### config.mk
export PLATFORM = sky130hd
export DESIGN_NAME = cil_irq_gate
export DESIGN_NICKNAME = d
export VERILOG_FILES = /design/src/design/cil_pkg.sv /design/src/design/cil_irq_gate.sv
export VERILOG_INCLUDE_DIRS = /design/src /design/src/design
export SDC_FILE = /design/constraint.sdc
export NUM_CORES = 1
export LEC_CHECK = 0
export BUFFER_PORTS_ARGS = -buffer_cell sky130_fd_sc_hd__buf_4
export CAP_MARGIN = 20
export CORE_MARGIN = 10
export CORE_UTILIZATION = 53
export CTS_CLUSTER_DIAMETER = 150
export DETAILED_ROUTE_END_ITERATION = 8
export PLACE_DENSITY = 0.76
export SYNTH_ARGS = -nofsm -noshare
export SYNTH_HDL_FRONTEND = slang
export SYNTH_SLANG_ARGS = --single-unit
### constraint.sdc
create_clock -name mclk -period 1.9 [get_ports mclk]
set_input_delay 0.475 -clock mclk [delete_from_list [all_inputs] [get_ports mclk]]
set_output_delay 0.475 -clock mclk [all_outputs]
set_load 0.05 [all_outputs]
### src/design/cil_defines.svh
// register offsets, field positions and reset values of the interrupt gate
// assumes inclusion by bare name from the package and the design module
`ifndef CIL_DEFINES_SVH
`define CIL_DEFINES_SVH
`define CIL_OFF_SOURCE_ENABLE 12'h054
`define CIL_OFF_LINE_ROUTING 12'h058
`define CIL_OFF_OUTPUT_GATE 12'h05c
`define CIL_FLAG_MSB 29
`define CIL_FLAG_MASK 32'h3fffffff
`define CIL_GATE_MASK 32'h00000003
`define CIL_LINE0_BIT 0
`define CIL_LINE1_BIT 1
`define CIL_ERR_LSB 22
`define CIL_MEM_LSB 16
`define CIL_TX_LSB 8
`define CIL_RXQ1_LSB 4
`define CIL_RXQ0_LSB 0
`define CIL_RESET_VALUE 32'h00000000
`endif

### src/design/cil_pkg.sv
// types of the interrupt enable and line select block
// assumes the defines header lies on the include path
package cil_pkg;
  `include "cil_defines.svh"
  // flag vector, one bit per interrupt flag
  typedef logic [`CIL_FLAG_MSB:0] cil_flags_type;
  // apb access phase of the slave
  typedef enum logic [1:0] {CIL_IDLE, CIL_ACCESS} cil_apb_state_type;
endpackage

### src/design/cil_irq_gate.sv
// interrupt enable, line routing and line gating with an apb register slave
// assumes flags arrive as levels on mclk from the interrupt flag register
// assumes an apb master that keeps each request until pready
//
// Operation
// - flag signalled only while its enable set
// - error flag enables at bits 29..22
// - memory and timing enables at bits 21..16
// - transmit enables at bits 15..8
// - receive queue 1 bits 7..4, queue 0 3..0
// - route bit 0 line 0, 1 line 1
// - line asserts only when its gate set
// - route bits align with flag and enable bits
// - bits 31,30 read zero, others reset zero
// - gate register bit0 line0, bit1 line1
//
// The APB slave port was decided locally.
`timescale 1ns/1ps
`include "cil_defines.svh"

module cil_irq_gate
  import cil_pkg::*;
(
  input wire logic mclk,
  input wire logic arst_n,
  input wire logic psel,
  input wire logic penable,
  input wire logic pwrite,
  input wire logic [11:0] paddr,
  input wire logic [31:0] pwdata,
  input wire logic [3:0] pstrb,
  output logic [31:0] prdata,
  output logic pready,
  output logic pslverr,
  input wire logic [29:0] irqFlags,
  output logic irq_out_line0,
  output logic irq_out_line1
);

  ////////////////////////////////////////////////////////////////////////////
  // register storage

  logic [31:0] irq_source_enable; // per flag enable
  logic [31:0] irq_line_routing; // per flag line choice
  logic [31:0] irq_output_gate; // line gates
  // next values of the registers above
  logic [31:0] next_irq_source_enable;
  logic [31:0] next_irq_line_routing;
  logic [31:0] next_irq_output_gate;
  // next values of the bus answer and the lines
  logic [31:0] next_prdata;
  logic next_pready;
  logic next_pslverr;
  logic next_irq_out_line0;
  logic next_irq_out_line1;

  // byte lane merge of a write under a writable mask
  function automatic logic [31:0] laneMerge(input logic [31:0] old, input logic [31:0] wd,
                                            input logic [3:0] strb, input logic [31:0] mask);
    logic [31:0] res;
    // start from the stored word
    res = old;
    for (int i = 0; i < 4; i++)
    begin
      if (strb[i])
      begin
        res[i*8 +: 8] = wd[i*8 +: 8];
      end
    end
    // masked bits always read back zero
    laneMerge = res & mask;
  endfunction

  // offset decode, true when address maps a register
  function automatic logic isMapped(input logic [11:0] a);
    isMapped = (a == `CIL_OFF_SOURCE_ENABLE) || (a == `CIL_OFF_LINE_ROUTING) || (a == `CIL_OFF_OUTPUT_GATE);
  endfunction

  ////////////////////////////////////////////////////////////////////////////
  // apb slave, one wait-free access phase

  logic setupPhase; // setup cycle seen
  assign setupPhase = psel && !penable;

  // completing edge of a transfer
  logic accessDone; // access phase with pready high
  assign accessDone = psel && penable && pready;

  // next register and bus answer values
  always_comb
  begin
    // hold the registers and read data, drop pready and pslverr, unless a transfer says otherwise
    next_irq_source_enable = irq_source_enable;
    next_irq_line_routing = irq_line_routing;
    next_irq_output_gate = irq_output_gate;
    next_prdata = prdata;
    next_pready = 1'b0;
    next_pslverr = 1'b0;
    if (setupPhase)
    begin
      // answer in the access phase that follows
      next_pready = 1'b1;
      next_pslverr = !isMapped(paddr);
      next_prdata = 32'h00000000;
      // read data latched at the setup edge
      if (!pwrite)
      begin
        case (paddr)
          `CIL_OFF_SOURCE_ENABLE: next_prdata = irq_source_enable;
          `CIL_OFF_LINE_ROUTING: next_prdata = irq_line_routing;
          `CIL_OFF_OUTPUT_GATE: next_prdata = irq_output_gate;
          default: next_prdata = 32'h00000000;
        endcase
      end
    end
    if (accessDone && pwrite)
    begin
      // write takes effect at the completing edge
      case (paddr)
        `CIL_OFF_SOURCE_ENABLE:
          next_irq_source_enable = laneMerge(irq_source_enable, pwdata, pstrb, `CIL_FLAG_MASK);
        `CIL_OFF_LINE_ROUTING:
          next_irq_line_routing = laneMerge(irq_line_routing, pwdata, pstrb, `CIL_FLAG_MASK);
        `CIL_OFF_OUTPUT_GATE:
          next_irq_output_gate = laneMerge(irq_output_gate, pwdata, pstrb, `CIL_GATE_MASK);
        default:
          next_irq_output_gate = irq_output_gate;
      endcase
    end
  end

  // register the bus side state
  always_ff @(posedge mclk or negedge arst_n)
  begin
    if (!arst_n)
    begin
      // everything disabled and routed to line 0
      irq_source_enable <= `CIL_RESET_VALUE;
      irq_line_routing <= `CIL_RESET_VALUE;
      irq_output_gate <= `CIL_RESET_VALUE;
      prdata <= 32'h00000000;
      pready <= 1'b0;
      pslverr <= 1'b0;
    end
    else
    begin
      // take the next values
      irq_source_enable <= next_irq_source_enable;
      irq_line_routing <= next_irq_line_routing;
      irq_output_gate <= next_irq_output_gate;
      prdata <= next_prdata;
      pready <= next_pready;
      pslverr <= next_pslverr;
    end
  end

  ////////////////////////////////////////////////////////////////////////////
  // interrupt routing

  cil_flags_type enabledFlags; // flags passing their enable
  cil_flags_type toLine1; // enabled flags routed to line 1
  cil_flags_type toLine0; // enabled flags routed to line 0

  // gate and steer every flag
  always_comb
  begin
    enabledFlags = irqFlags & irq_source_enable[`CIL_FLAG_MSB:0];
    toLine1 = enabledFlags & irq_line_routing[`CIL_FLAG_MSB:0];
    toLine0 = enabledFlags & ~irq_line_routing[`CIL_FLAG_MSB:0];
    // or over each line's flags, then its gate
    next_irq_out_line0 = (|toLine0) && irq_output_gate[`CIL_LINE0_BIT];
    next_irq_out_line1 = (|toLine1) && irq_output_gate[`CIL_LINE1_BIT];
  end

  // register the interrupt lines
  always_ff @(posedge mclk or negedge arst_n)
  begin
    if (!arst_n)
    begin
      // both lines low in reset
      irq_out_line0 <= 1'b0;
      irq_out_line1 <= 1'b0;
    end
    else
    begin
      // lines follow the gated or one edge late
      irq_out_line0 <= next_irq_out_line0;
      irq_out_line1 <= next_irq_out_line1;
    end
  end

  ////////////////////////////////////////////////////////////////////////////
  // checks

  // line gates: a gated-off line stays low
  chk_line0_gating: assert property (@(posedge mclk) disable iff (!arst_n)
    (!irq_output_gate[`CIL_LINE0_BIT]) |=> !irq_out_line0)
    else $error("line 0 asserted while gated off");
  chk_line1_gating: assert property (@(posedge mclk) disable iff (!arst_n)
    (!irq_output_gate[`CIL_LINE1_BIT]) |=> !irq_out_line1)
    else $error("line 1 asserted while gated off");

  // no enabled flag, no interrupt
  chk_disabled_flags: assert property (@(posedge mclk) disable iff (!arst_n)
    ((irqFlags & irq_source_enable[29:0]) == 30'h0) |=> !irq_out_line0 && !irq_out_line1)
    else $error("interrupt without enabled flag");

  // steering of enabled flags to their line
  chk_route_line1: assert property (@(posedge mclk) disable iff (!arst_n)
    (|(irqFlags & irq_source_enable[29:0] & irq_line_routing[29:0]) && irq_output_gate[1]) |=> irq_out_line1)
    else $error("flag routed to line 1 not signalled");
  chk_route_line0: assert property (@(posedge mclk) disable iff (!arst_n)
    (|(irqFlags & irq_source_enable[29:0] & ~irq_line_routing[29:0]) && irq_output_gate[0]) |=> irq_out_line0)
    else $error("flag routed to line 0 not signalled");

  // a line with nothing routed to it stays quiet
  chk_line0_quiet: assert property (@(posedge mclk) disable iff (!arst_n)
    ((irqFlags & irq_source_enable[29:0] & ~irq_line_routing[29:0]) == 30'h0) |=> !irq_out_line0)
    else $error("line 0 raised without a flag routed there");
  chk_line1_quiet: assert property (@(posedge mclk) disable iff (!arst_n)
    ((irqFlags & irq_source_enable[29:0] & irq_line_routing[29:0]) == 30'h0) |=> !irq_out_line1)
    else $error("line 1 raised without a flag routed there");

  // field groups, each through its own enable and route bits
  chk_err_group: assert property (@(posedge mclk) disable iff (!arst_n)
    (|(irqFlags[`CIL_FLAG_MSB:`CIL_ERR_LSB] & irq_source_enable[`CIL_FLAG_MSB:`CIL_ERR_LSB]
      & irq_line_routing[`CIL_FLAG_MSB:`CIL_ERR_LSB]) && irq_output_gate[`CIL_LINE1_BIT]) |=> irq_out_line1)
    else $error("error group flag not on line 1");
  chk_mem_group: assert property (@(posedge mclk) disable iff (!arst_n)
    (|(irqFlags[`CIL_ERR_LSB-1:`CIL_MEM_LSB] & irq_source_enable[`CIL_ERR_LSB-1:`CIL_MEM_LSB]
      & irq_line_routing[`CIL_ERR_LSB-1:`CIL_MEM_LSB]) && irq_output_gate[`CIL_LINE1_BIT]) |=> irq_out_line1)
    else $error("memory group flag not on line 1");
  chk_tx_group: assert property (@(posedge mclk) disable iff (!arst_n)
    (|(irqFlags[`CIL_MEM_LSB-1:`CIL_TX_LSB] & irq_source_enable[`CIL_MEM_LSB-1:`CIL_TX_LSB]
      & ~irq_line_routing[`CIL_MEM_LSB-1:`CIL_TX_LSB]) && irq_output_gate[`CIL_LINE0_BIT]) |=> irq_out_line0)
    else $error("transmit group flag not on line 0");
  chk_rxq1_group: assert property (@(posedge mclk) disable iff (!arst_n)
    (|(irqFlags[`CIL_TX_LSB-1:`CIL_RXQ1_LSB] & irq_source_enable[`CIL_TX_LSB-1:`CIL_RXQ1_LSB]
      & ~irq_line_routing[`CIL_TX_LSB-1:`CIL_RXQ1_LSB]) && irq_output_gate[`CIL_LINE0_BIT]) |=> irq_out_line0)
    else $error("queue 1 flag not on line 0");
  chk_rxq0_group: assert property (@(posedge mclk) disable iff (!arst_n)
    (|(irqFlags[`CIL_RXQ1_LSB-1:`CIL_RXQ0_LSB] & irq_source_enable[`CIL_RXQ1_LSB-1:`CIL_RXQ0_LSB]
      & irq_line_routing[`CIL_RXQ1_LSB-1:`CIL_RXQ0_LSB]) && irq_output_gate[`CIL_LINE1_BIT]) |=> irq_out_line1)
    else $error("queue 0 flag not on line 1");

  // reserved bits and reset values
  chk_reserved_zero: assert property (@(posedge mclk) disable iff (!arst_n)
    irq_source_enable[31:30] == 2'b00 && irq_line_routing[31:30] == 2'b00 && irq_output_gate[31:2] == 30'h0)
    else $error("reserved bits not zero");
  chk_reset_values: assert property (@(posedge mclk)
    !arst_n |-> irq_source_enable == `CIL_RESET_VALUE && irq_line_routing == `CIL_RESET_VALUE
      && irq_output_gate == `CIL_RESET_VALUE && !irq_out_line0 && !irq_out_line1)
    else $error("state not cleared in reset");

  // bus answer timing and error reporting
  chk_ready_timing: assert property (@(posedge mclk) disable iff (!arst_n)
    (psel && !penable) |=> pready ##1 !pready)
    else $error("apb answer not one cycle after setup");
  chk_ready_source: assert property (@(posedge mclk) disable iff (!arst_n)
    pready |-> $past(psel && !penable))
    else $error("pready without a setup cycle");
  chk_pready_pulse: assert property (@(posedge mclk) disable iff (!arst_n)
    pready |=> !pready)
    else $error("pready longer than one cycle");
  chk_error_with_ready: assert property (@(posedge mclk) disable iff (!arst_n)
    pslverr |-> pready)
    else $error("pslverr without pready");
  chk_prdata_hold: assert property (@(posedge mclk) disable iff (!arst_n)
    !setupPhase |=> $stable(prdata))
    else $error("read data changed outside a setup edge");
  chk_unmapped_err: assert property (@(posedge mclk) disable iff (!arst_n)
    (psel && !penable && !isMapped(paddr)) |=> pslverr && prdata == 32'h00000000)
    else $error("unmapped access not refused");
  chk_pslverr_mapped: assert property (@(posedge mclk) disable iff (!arst_n)
    (psel && !penable && isMapped(paddr)) |=> !pslverr)
    else $error("mapped access refused");

  // read data follows the stored registers
  chk_read_enable: assert property (@(posedge mclk) disable iff (!arst_n)
    (psel && !penable && !pwrite && paddr == `CIL_OFF_SOURCE_ENABLE) |=> prdata == $past(irq_source_enable))
    else $error("enable read data wrong");
  chk_read_routing: assert property (@(posedge mclk) disable iff (!arst_n)
    (psel && !penable && !pwrite && paddr == `CIL_OFF_LINE_ROUTING) |=> prdata == $past(irq_line_routing))
    else $error("routing read data wrong");
  chk_read_gate: assert property (@(posedge mclk) disable iff (!arst_n)
    (psel && !penable && !pwrite && paddr == `CIL_OFF_OUTPUT_GATE) |=> prdata == $past(irq_output_gate))
    else $error("gate read data wrong");

  // writes land at the completing edge only
  chk_write_effect: assert property (@(posedge mclk) disable iff (!arst_n)
    (psel && penable && pready && pwrite && paddr == `CIL_OFF_SOURCE_ENABLE && pstrb == 4'hf)
    |=> irq_source_enable == ($past(pwdata) & `CIL_FLAG_MASK))
    else $error("enable write not stored");
  chk_write_routing: assert property (@(posedge mclk) disable iff (!arst_n)
    (accessDone && pwrite && paddr == `CIL_OFF_LINE_ROUTING && pstrb == 4'hf)
    |=> irq_line_routing == ($past(pwdata) & `CIL_FLAG_MASK))
    else $error("routing write not stored");
  chk_write_gate: assert property (@(posedge mclk) disable iff (!arst_n)
    (accessDone && pwrite && paddr == `CIL_OFF_OUTPUT_GATE && pstrb == 4'hf)
    |=> irq_output_gate == ($past(pwdata) & `CIL_GATE_MASK))
    else $error("gate write not stored");
  chk_strobe_keep: assert property (@(posedge mclk) disable iff (!arst_n)
    (accessDone && pwrite && paddr == `CIL_OFF_SOURCE_ENABLE && !pstrb[0])
    |=> irq_source_enable[7:0] == $past(irq_source_enable[7:0]))
    else $error("unstrobed lane changed");
  chk_read_no_write: assert property (@(posedge mclk) disable iff (!arst_n)
    (psel && penable && !pwrite)
    |=> $stable(irq_source_enable) && $stable(irq_line_routing) && $stable(irq_output_gate))
    else $error("register changed by a read");

endmodule

==> results.md, run 1 <==
* Outcome: finished, violations left
* Failing checks: setup timing
* Area growth, synth to finish at 34.2%
* R2r worst-path depth at 6
* 1st-iter DRT viols at 324
* Gp weighted congestion at 0.878
* Peak per-stage delay on the critical path at 0.54 ns
* Clock transition at path regs at 0.10 ns
* Die X at 111 µm
* Crit Path Class: input port to flip-flop
* Slowest cell on crit path: or4_4
* Unrepaired setup endpoints after global routing: yes
* Die area at 12,400 µm²
* Finished Core Util at 72.7%
* Via count at 3,657
* Met2 usage at 33.7%
* Post-Syn Instances at 388
* VDD IR max at 0.000442 V
* Post-Route WL at 13,600 µm
* H-tree levels at 3
* Core area at 8180 µm²
* Ant diodes at 0
* DR vias/cell at 5.88
* Max clock buf depth at 2
* Antenna Nets Post-Route at 0
* Die Y at 111 µm
* Nets@finish at 595
* Max-cap violation count at 0
* CP cell instances: buf_6, or4_4, nor4_4, buf_4, and3_4, buf_12, mux2_2
* Site Rows at 33
* Clk root buf: clkbuf_8
* Worst Hold Class: input port to async pin
* FF-to-FF Start: pready
* # fillers at 593
* GRT Resource Usage Total at 20.5%
* CP Launch Type: input port
* GR Util met3 at 6.12%
* Pwr Total at 3.73 mW
* Worst Setup Slack, final at -0.0403 ns
* Crit path capture type: flip-flop
* GRT Residual Overflow at 0
* Syn avg cell area at 11.4 µm²
* Non-filler instance count after layout at 622
* CP required at 2.16 ns
* Share of cells above drive strength 1 at 43.9%
* Minimum clock period at 1.94 ns
* Ys Warns at 0
* HPWL Detailed at 10,000 µm
* Clk sink count at 96
* Seq cells post-synth at 96
* Data arrival time of the critical path at 2.20 ns
* First-pass DRT Iterations at 5
* R2R Setup Slk at 0.25 ns
* Post-Place Cells at 606
* Sequential fraction of the synthesis area at 54.2%
* First-pass GRT wire length at 20,800 µm
* Place WS at -0.446 ns
* Drt drc at 0
* IO buf count at 114
* Initial antenna violation count at 0
* Final Hold Viols at 0
* Busiest layer in global routing: met2
* Largest net degree at the start of global routing at 39
* # IOs at 119
* Met1 Usage GRT at 26.1%
* WL per Instance at 21.8 µm
* Leakage at 2.79 nW
* Final worst-path cycle share at 102%
* Synth Cell Area at 4430 µm²
* Worst Path Max Fanout at 8
* Vias in the first global route at 3,923
* Upper clock frequency limit at 515 MHz
* Initial Util at 54.2%
* Hold slack final at 0.0337 ns
* Final setup fails at 53
* Reg-to-Reg End: irq_line_routing[7]
* Postcts setup bufs at 0
* TritonCTS clock tree: built
* Total CTS buffers at 9
* Pwr dens at 628 nW/µm²
* Post-synthesis cell type count at 29
* Clk_lat worst skew at 0.37 ns
* Clk_skew at 0.0130 ns
* Max-slew violation count at 0
-- placed cells by master (no fill, tap or decap), types with 2 or more instances in the layout --
cell / count
a22oi_1: 30
and3_4: 7
buf_12: 6
buf_4: 124
buf_6: 3
clkbuf_8: 10
clkinv_4: 2
conb_1: 2
dfrtp_1: 96
inv_1: 3
mux2_2: 16
mux2_4: 48
nand2_1: 49
nand3_1: 31
nand3b_1: 12
nand4_1: 8
nor2_1: 4
nor3_1: 3
nor4_1: 4
o2111ai_1: 4
o21ai_0: 30
o22ai_1: 7
-- worst max-delay path, delay by kind of cell --
kind / cells / cell delay [ns]
simple gates: 3 / 0.97
buf+inv: 3 / 0.40
mux: 1 / 0.34
-- power by group --
part / internal [mW] / switching [mW] / total (mW)
sequential: 2.04 / 0.00112 / 2.04
combinational: 0.138 / 0.161 / 0.299
clock: 0.655 / 0.730 / 1.39
-- through the flow --
| step | area, µm² | setup TNS, ns |
|---|---|---|
| 6_report | 5940 | -1.13 |
| 3_3_place_gp | 5560 | -26.45 |
| 5_1_grt | 5940 | -3.55 |
| 2_1_floorplan | 4480 | -12.15 |
| 3_5_place_dp | 5560 | -28.65 |
| 4_1_cts | 5770 | -1.09 |
-- logic make-up after synthesis --
group | Yosys count | share of synthesized area, %
and+or+nand+nor | 127 | 15.1
AOI/OAI and AO/OA | 74 | 10.7
other | 1 | 0.0847
muxes | 64 | 16.3
DFF | 96 | 54.2
buffers and inverters | 26 | 3.64
-- per-layer routing --
| metal | wire length (µm) | vias up |
|---|---|---|
| met3 | 1010 | 13 |
| met4 | 158 | 0 |
| met1 | 5660 | 1825 |
| met5 | 0 | - |
| met2 | 6730 | 151 |
| li1 | - | 1668 |
-- repair_timing --
item	4_1_cts	5_1_grt
gates resized for setup	1	49
endpoints found under the hold margin	0	0
gates cloned	0	1
hold buffers	0	0
setup endpoints to repair	42	59
pin swaps	0	1
-- worst max path at each step --
| stage | start | end | cells after the start |
|---|---|---|---|
| floorplan | paddr[1] | irq_line_routing[16] | 5 |
| global placement | paddr[1] | irq_line_routing[20] | 6 |
| detailed placement | paddr[1] | irq_source_enable[7] | 7 |
| CTS | paddr[1] | irq_line_routing[20] | 6 |
| global route | paddr[1] | irq_line_routing[23] | 6 |
| finish | paddr[1] | irq_line_routing[7] | 7 |
-- synth_stat cells --
cell type	count	area share, %
buf_6	7	1.8
nor4_1	4	0.56
o21ai_0	30	3.4
nor3_1	3	0.34
nor4_4	1	0.48
nand2b_1	1	0.14
and3_1	6	0.85
and4_2	1	0.23
nor2b_1	2	0.28
nand4bb_2	1	0.37
nand3b_1	12	2.0
buf_4	3	0.51
o2111ai_1	4	0.79
or4_4	1	0.25
nand2_1	49	4.2
a21boi_0	1	0.17
mux2_2	64	16
inv_1	3	0.25
nand4_1	8	1.1
a22oi_1	30	5.1
nor2_1	5	0.42
a31oi_1	1	0.14
o22ai_1	7	0.99
and3_2	2	0.34
a21oi_1	1	0.11
nand3_1	31	3.5
dfrtp_1	96	54
conb_1	1	0.085
clkbuf_1	13	1.1
-- cell type report --
class	count	area, µm²	share of cell area, %
inverter	3	11.3	0.190
clock buffer	11	141	2.38
tap	105	131	2.21
sequential	96	2400	40.4
multi-input combinational	267	2090	35.1
clock inverter	5	63.8	1.07
timing repair buffer	135	1100	18.6
-- sequential cells by signal, summed over array words and instances (netlist names) --
| register | flops |
|---|---|
| irq_line_routing | 30 |
| irq_source_enable | 30 |
| prdata | 30 |
| irq_output_gate | 2 |
| irq_out_line0 | 1 |
| irq_out_line1 | 1 |
| pready | 1 |
| pslverr | 1 |
No activity file was read; power rests on OpenSTA's default activity.
==> run 2, diff against run 1 <==
Settings changed: RECOVER_POWER from default to 100.
==> run 2 against run 1 <==
Net effect:
- the run ends with capacitance limit, slew limit, setup timing left
- register-to-register slack hardly changed
- global-route usage stayed put
- first-iteration DRC count is 17% lower
- critical endpoint unchanged
- non-clock buffer count stayed put
- hold slack better by 0.31 ns
- fmax hardly changed
- cell area is 0.27% lower
- clock power hardly changed
- die area stayed put
- total power is 0.12% lower
- via count is 0.52% higher
- combinational power is 1% lower
- largest power group unchanged
==> results.md, run 2 (same netlist as run 1, synthesis figures left out) <==
* CP Launch Type: input port
* Clk sink count at 96 (unchanged)
* Max-slew violation count at 29 (+29)
* Failing checks: capacitance limit, slew limit, setup timing
* Hold buffer count at CTS at 0 (unchanged)
* Postcts setup bufs at 0 (unchanged)
* TritonCTS clock tree: built
* Minimum clock period at 1.94 ns (-0.00112 ns)
* # fillers at 593 (unchanged)
* DR vias/cell at 5.91 (+0.52%)
* Outcome: finished, violations left
* Area growth, synth to finish at 33.8%
* # IOs at 119 (unchanged)
* Hold path depth at 2
* Crit path capture type: flip-flop
* Max-cap violation count at 1 (+1)
* Total CTS buffers at 9 (unchanged)
* Drt drc at 0 (unchanged)
* Worst Setup Slack, final at -0.0392 ns (+0.00112 ns)
* Die X at 111 µm (unchanged)
* GRT Residual Overflow at 0 (unchanged)
* Clk root buf: clkbuf_8
* Final setup fails at 54 (+1.9%)
* Share of cells above drive strength 1 at 43.5% (-0.39 points)
* WL per Instance at 21.7 µm (-0.27%)
* GRT Resource Usage Total at 20.5% (unchanged)
* Via count at 3,676 (+0.52%)
* Ant diodes at 0 (unchanged)
* VDD IR max at 0.000443 V (about the same)
* Clock transition at path regs at 0.10 ns (about the same)
* Vias in the first global route at 3,923 (unchanged)
* Initial Util at 54.2% (unchanged)
* Max clock buf depth at 2 (unchanged)
* Leakage at 2.78 nW (-0.37%)
* FF-to-FF Start: pready
* Crit Path Class: input port to flip-flop
* Antenna Nets Post-Route at 0 (unchanged)
* Reg-to-Reg End: irq_line_routing[7]
* Final Hold Viols at 0 (unchanged)
* Regs by FF count: irq_line_routing: 30 flops, irq_source_enable: 30 flops, prdata: 30 flops
* H-tree levels at 3 (unchanged)
* Largest net degree at the start of global routing at 39 (unchanged)
* Die area at 12,400 µm² (unchanged)
* Peak per-stage delay on the critical path at 0.54 ns (about the same)
* 1st-iter DRT viols at 269 (-17%)
* Slowest cell on crit path: or4_4
* R2r worst-path depth at 6 (unchanged)
* Data arrival time of the critical path at 2.20 ns (about the same)
* Post-Route WL at 13,500 µm (-0.27%)
* Hold Startpoint: pwdata[6]
* First-pass GRT wire length at 20,800 µm (unchanged)
* Upper clock frequency limit at 516 MHz (about the same)
* First-pass DRT Iterations at 7 (+2)
* Final worst-path cycle share at 102% (about the same)
* Worst Hold Class: input port to flip-flop
* Die Y at 111 µm (unchanged)
* Worst Path Max Fanout at 8 (unchanged)
* Slew @ Worst Pin at 1.66 ns
* Most common library cell in the layout ignoring fill and taps: buf_4
* Most frequent cells in the layout: buf_4 (122), dfrtp_1 (96), nand2_1 (49)
* Site Rows at 33 (unchanged)
* IO buf count at 114 (unchanged)
* Unrepaired setup endpoints after global routing: yes
* CP cell instances: buf_6, or4_4, nor4_4, buf_4, and3_4, buf_12, mux2_2
* Core area at 8180 µm² (unchanged)
* HPWL Detailed at 10,000 µm (unchanged)
* Worst slew margin at -10.6%
* Clk_lat worst skew at 0.37 ns (about the same)
* Place WS at -0.446 ns (unchanged)
* Nets@finish at 595 (unchanged)
* Pwr Total at 3.72 mW (-0.12%)
* Initial antenna violation count at 0 (unchanged)
* R2R Setup Slk at 0.25 ns (about the same)
* Gp weighted congestion at 0.878 (unchanged)
* CP required at 2.16 ns (about the same)
* Endpoint, Worst Hold: irq_source_enable[6]
* Hold slack final at 0.339 ns (+0.305 ns)
* Clk_skew at 0.0143 ns (+0.00131 ns)
* Pwr dens at 628 nW/µm² (+0.16%)
## run 2: repair_timing
action,in CTS,in global routing
endpoints found under the hold margin,0,0
pin swaps,0,1
cloned,0,1
setup endpoints to repair,42,59
resized for setup,1,49
## run 2: report_power, final
| group | total (mW) | switching, mW | leakage, nW | internal, mW |
|---|---|---|---|---|
| Sequential | 2.04 | 0.00112 | 1.34 | 2.04 |
| Combinational | 0.295 | 0.161 | 1.34 | 0.134 |
| Clock | 1.38 | 0.730 | 0.100 | 0.655 |
## run 2: layout make-up
cell class | count | area (µm²) | area share, %
sequential | 96 | 2400 | 40.5
multi-input combinational | 267 | 2090 | 35.2
timing repair buffer | 135 | 1090 | 18.4
clock buffer | 11 | 141 | 2.39
tap | 105 | 131 | 2.22
clock inverter | 5 | 63.8 | 1.08
inverter | 3 | 11.3 | 0.190
## run 2: how the worst max path moves through the flow
stage / from / endpoint / slack, ns / cells past startpoint
after floorplan: paddr[1] / irq_line_routing[16] / -0.21 / 5
after global placement: paddr[1] / irq_line_routing[20] / -0.41 / 6
after detailed placement: paddr[1] / irq_source_enable[7] / -0.45 / 7
after CTS: paddr[1] / irq_line_routing[20] / -0.05 / 6
after global routing: paddr[1] / irq_line_routing[23] / -0.08 / 6
final: paddr[1] / irq_line_routing[7] / -0.04 / 7
## run 2: routing by layer
layer,vias up,GRT usage [%],wire [µm]
met4,0,4.63,167
met2,149,33.7,6720
met1,1842,26.1,5650
li1,1669,-,-
met3,16,6.12,978
met5,-,0,0
## run 2: worst max-delay path, delay by kind of cell
family                 cells  cell delay, ns
muxes                      1            0.34
and+or+nand+nor            3            0.97
buffers and inverters      3            0.40
## run 2: metrics by stage
step	setup TNS, ns	instances	utilization, %	cell area, µm²
CTS	-1.09	622	70.6	5770
floorplan	-12.15	389	-	4480
finish	-1.16	622	72.5	5930
global route	-3.55	622	72.5	5930
detailed placement	-28.65	606	68.0	5560
global placement	-26.45	606	68.0	5560
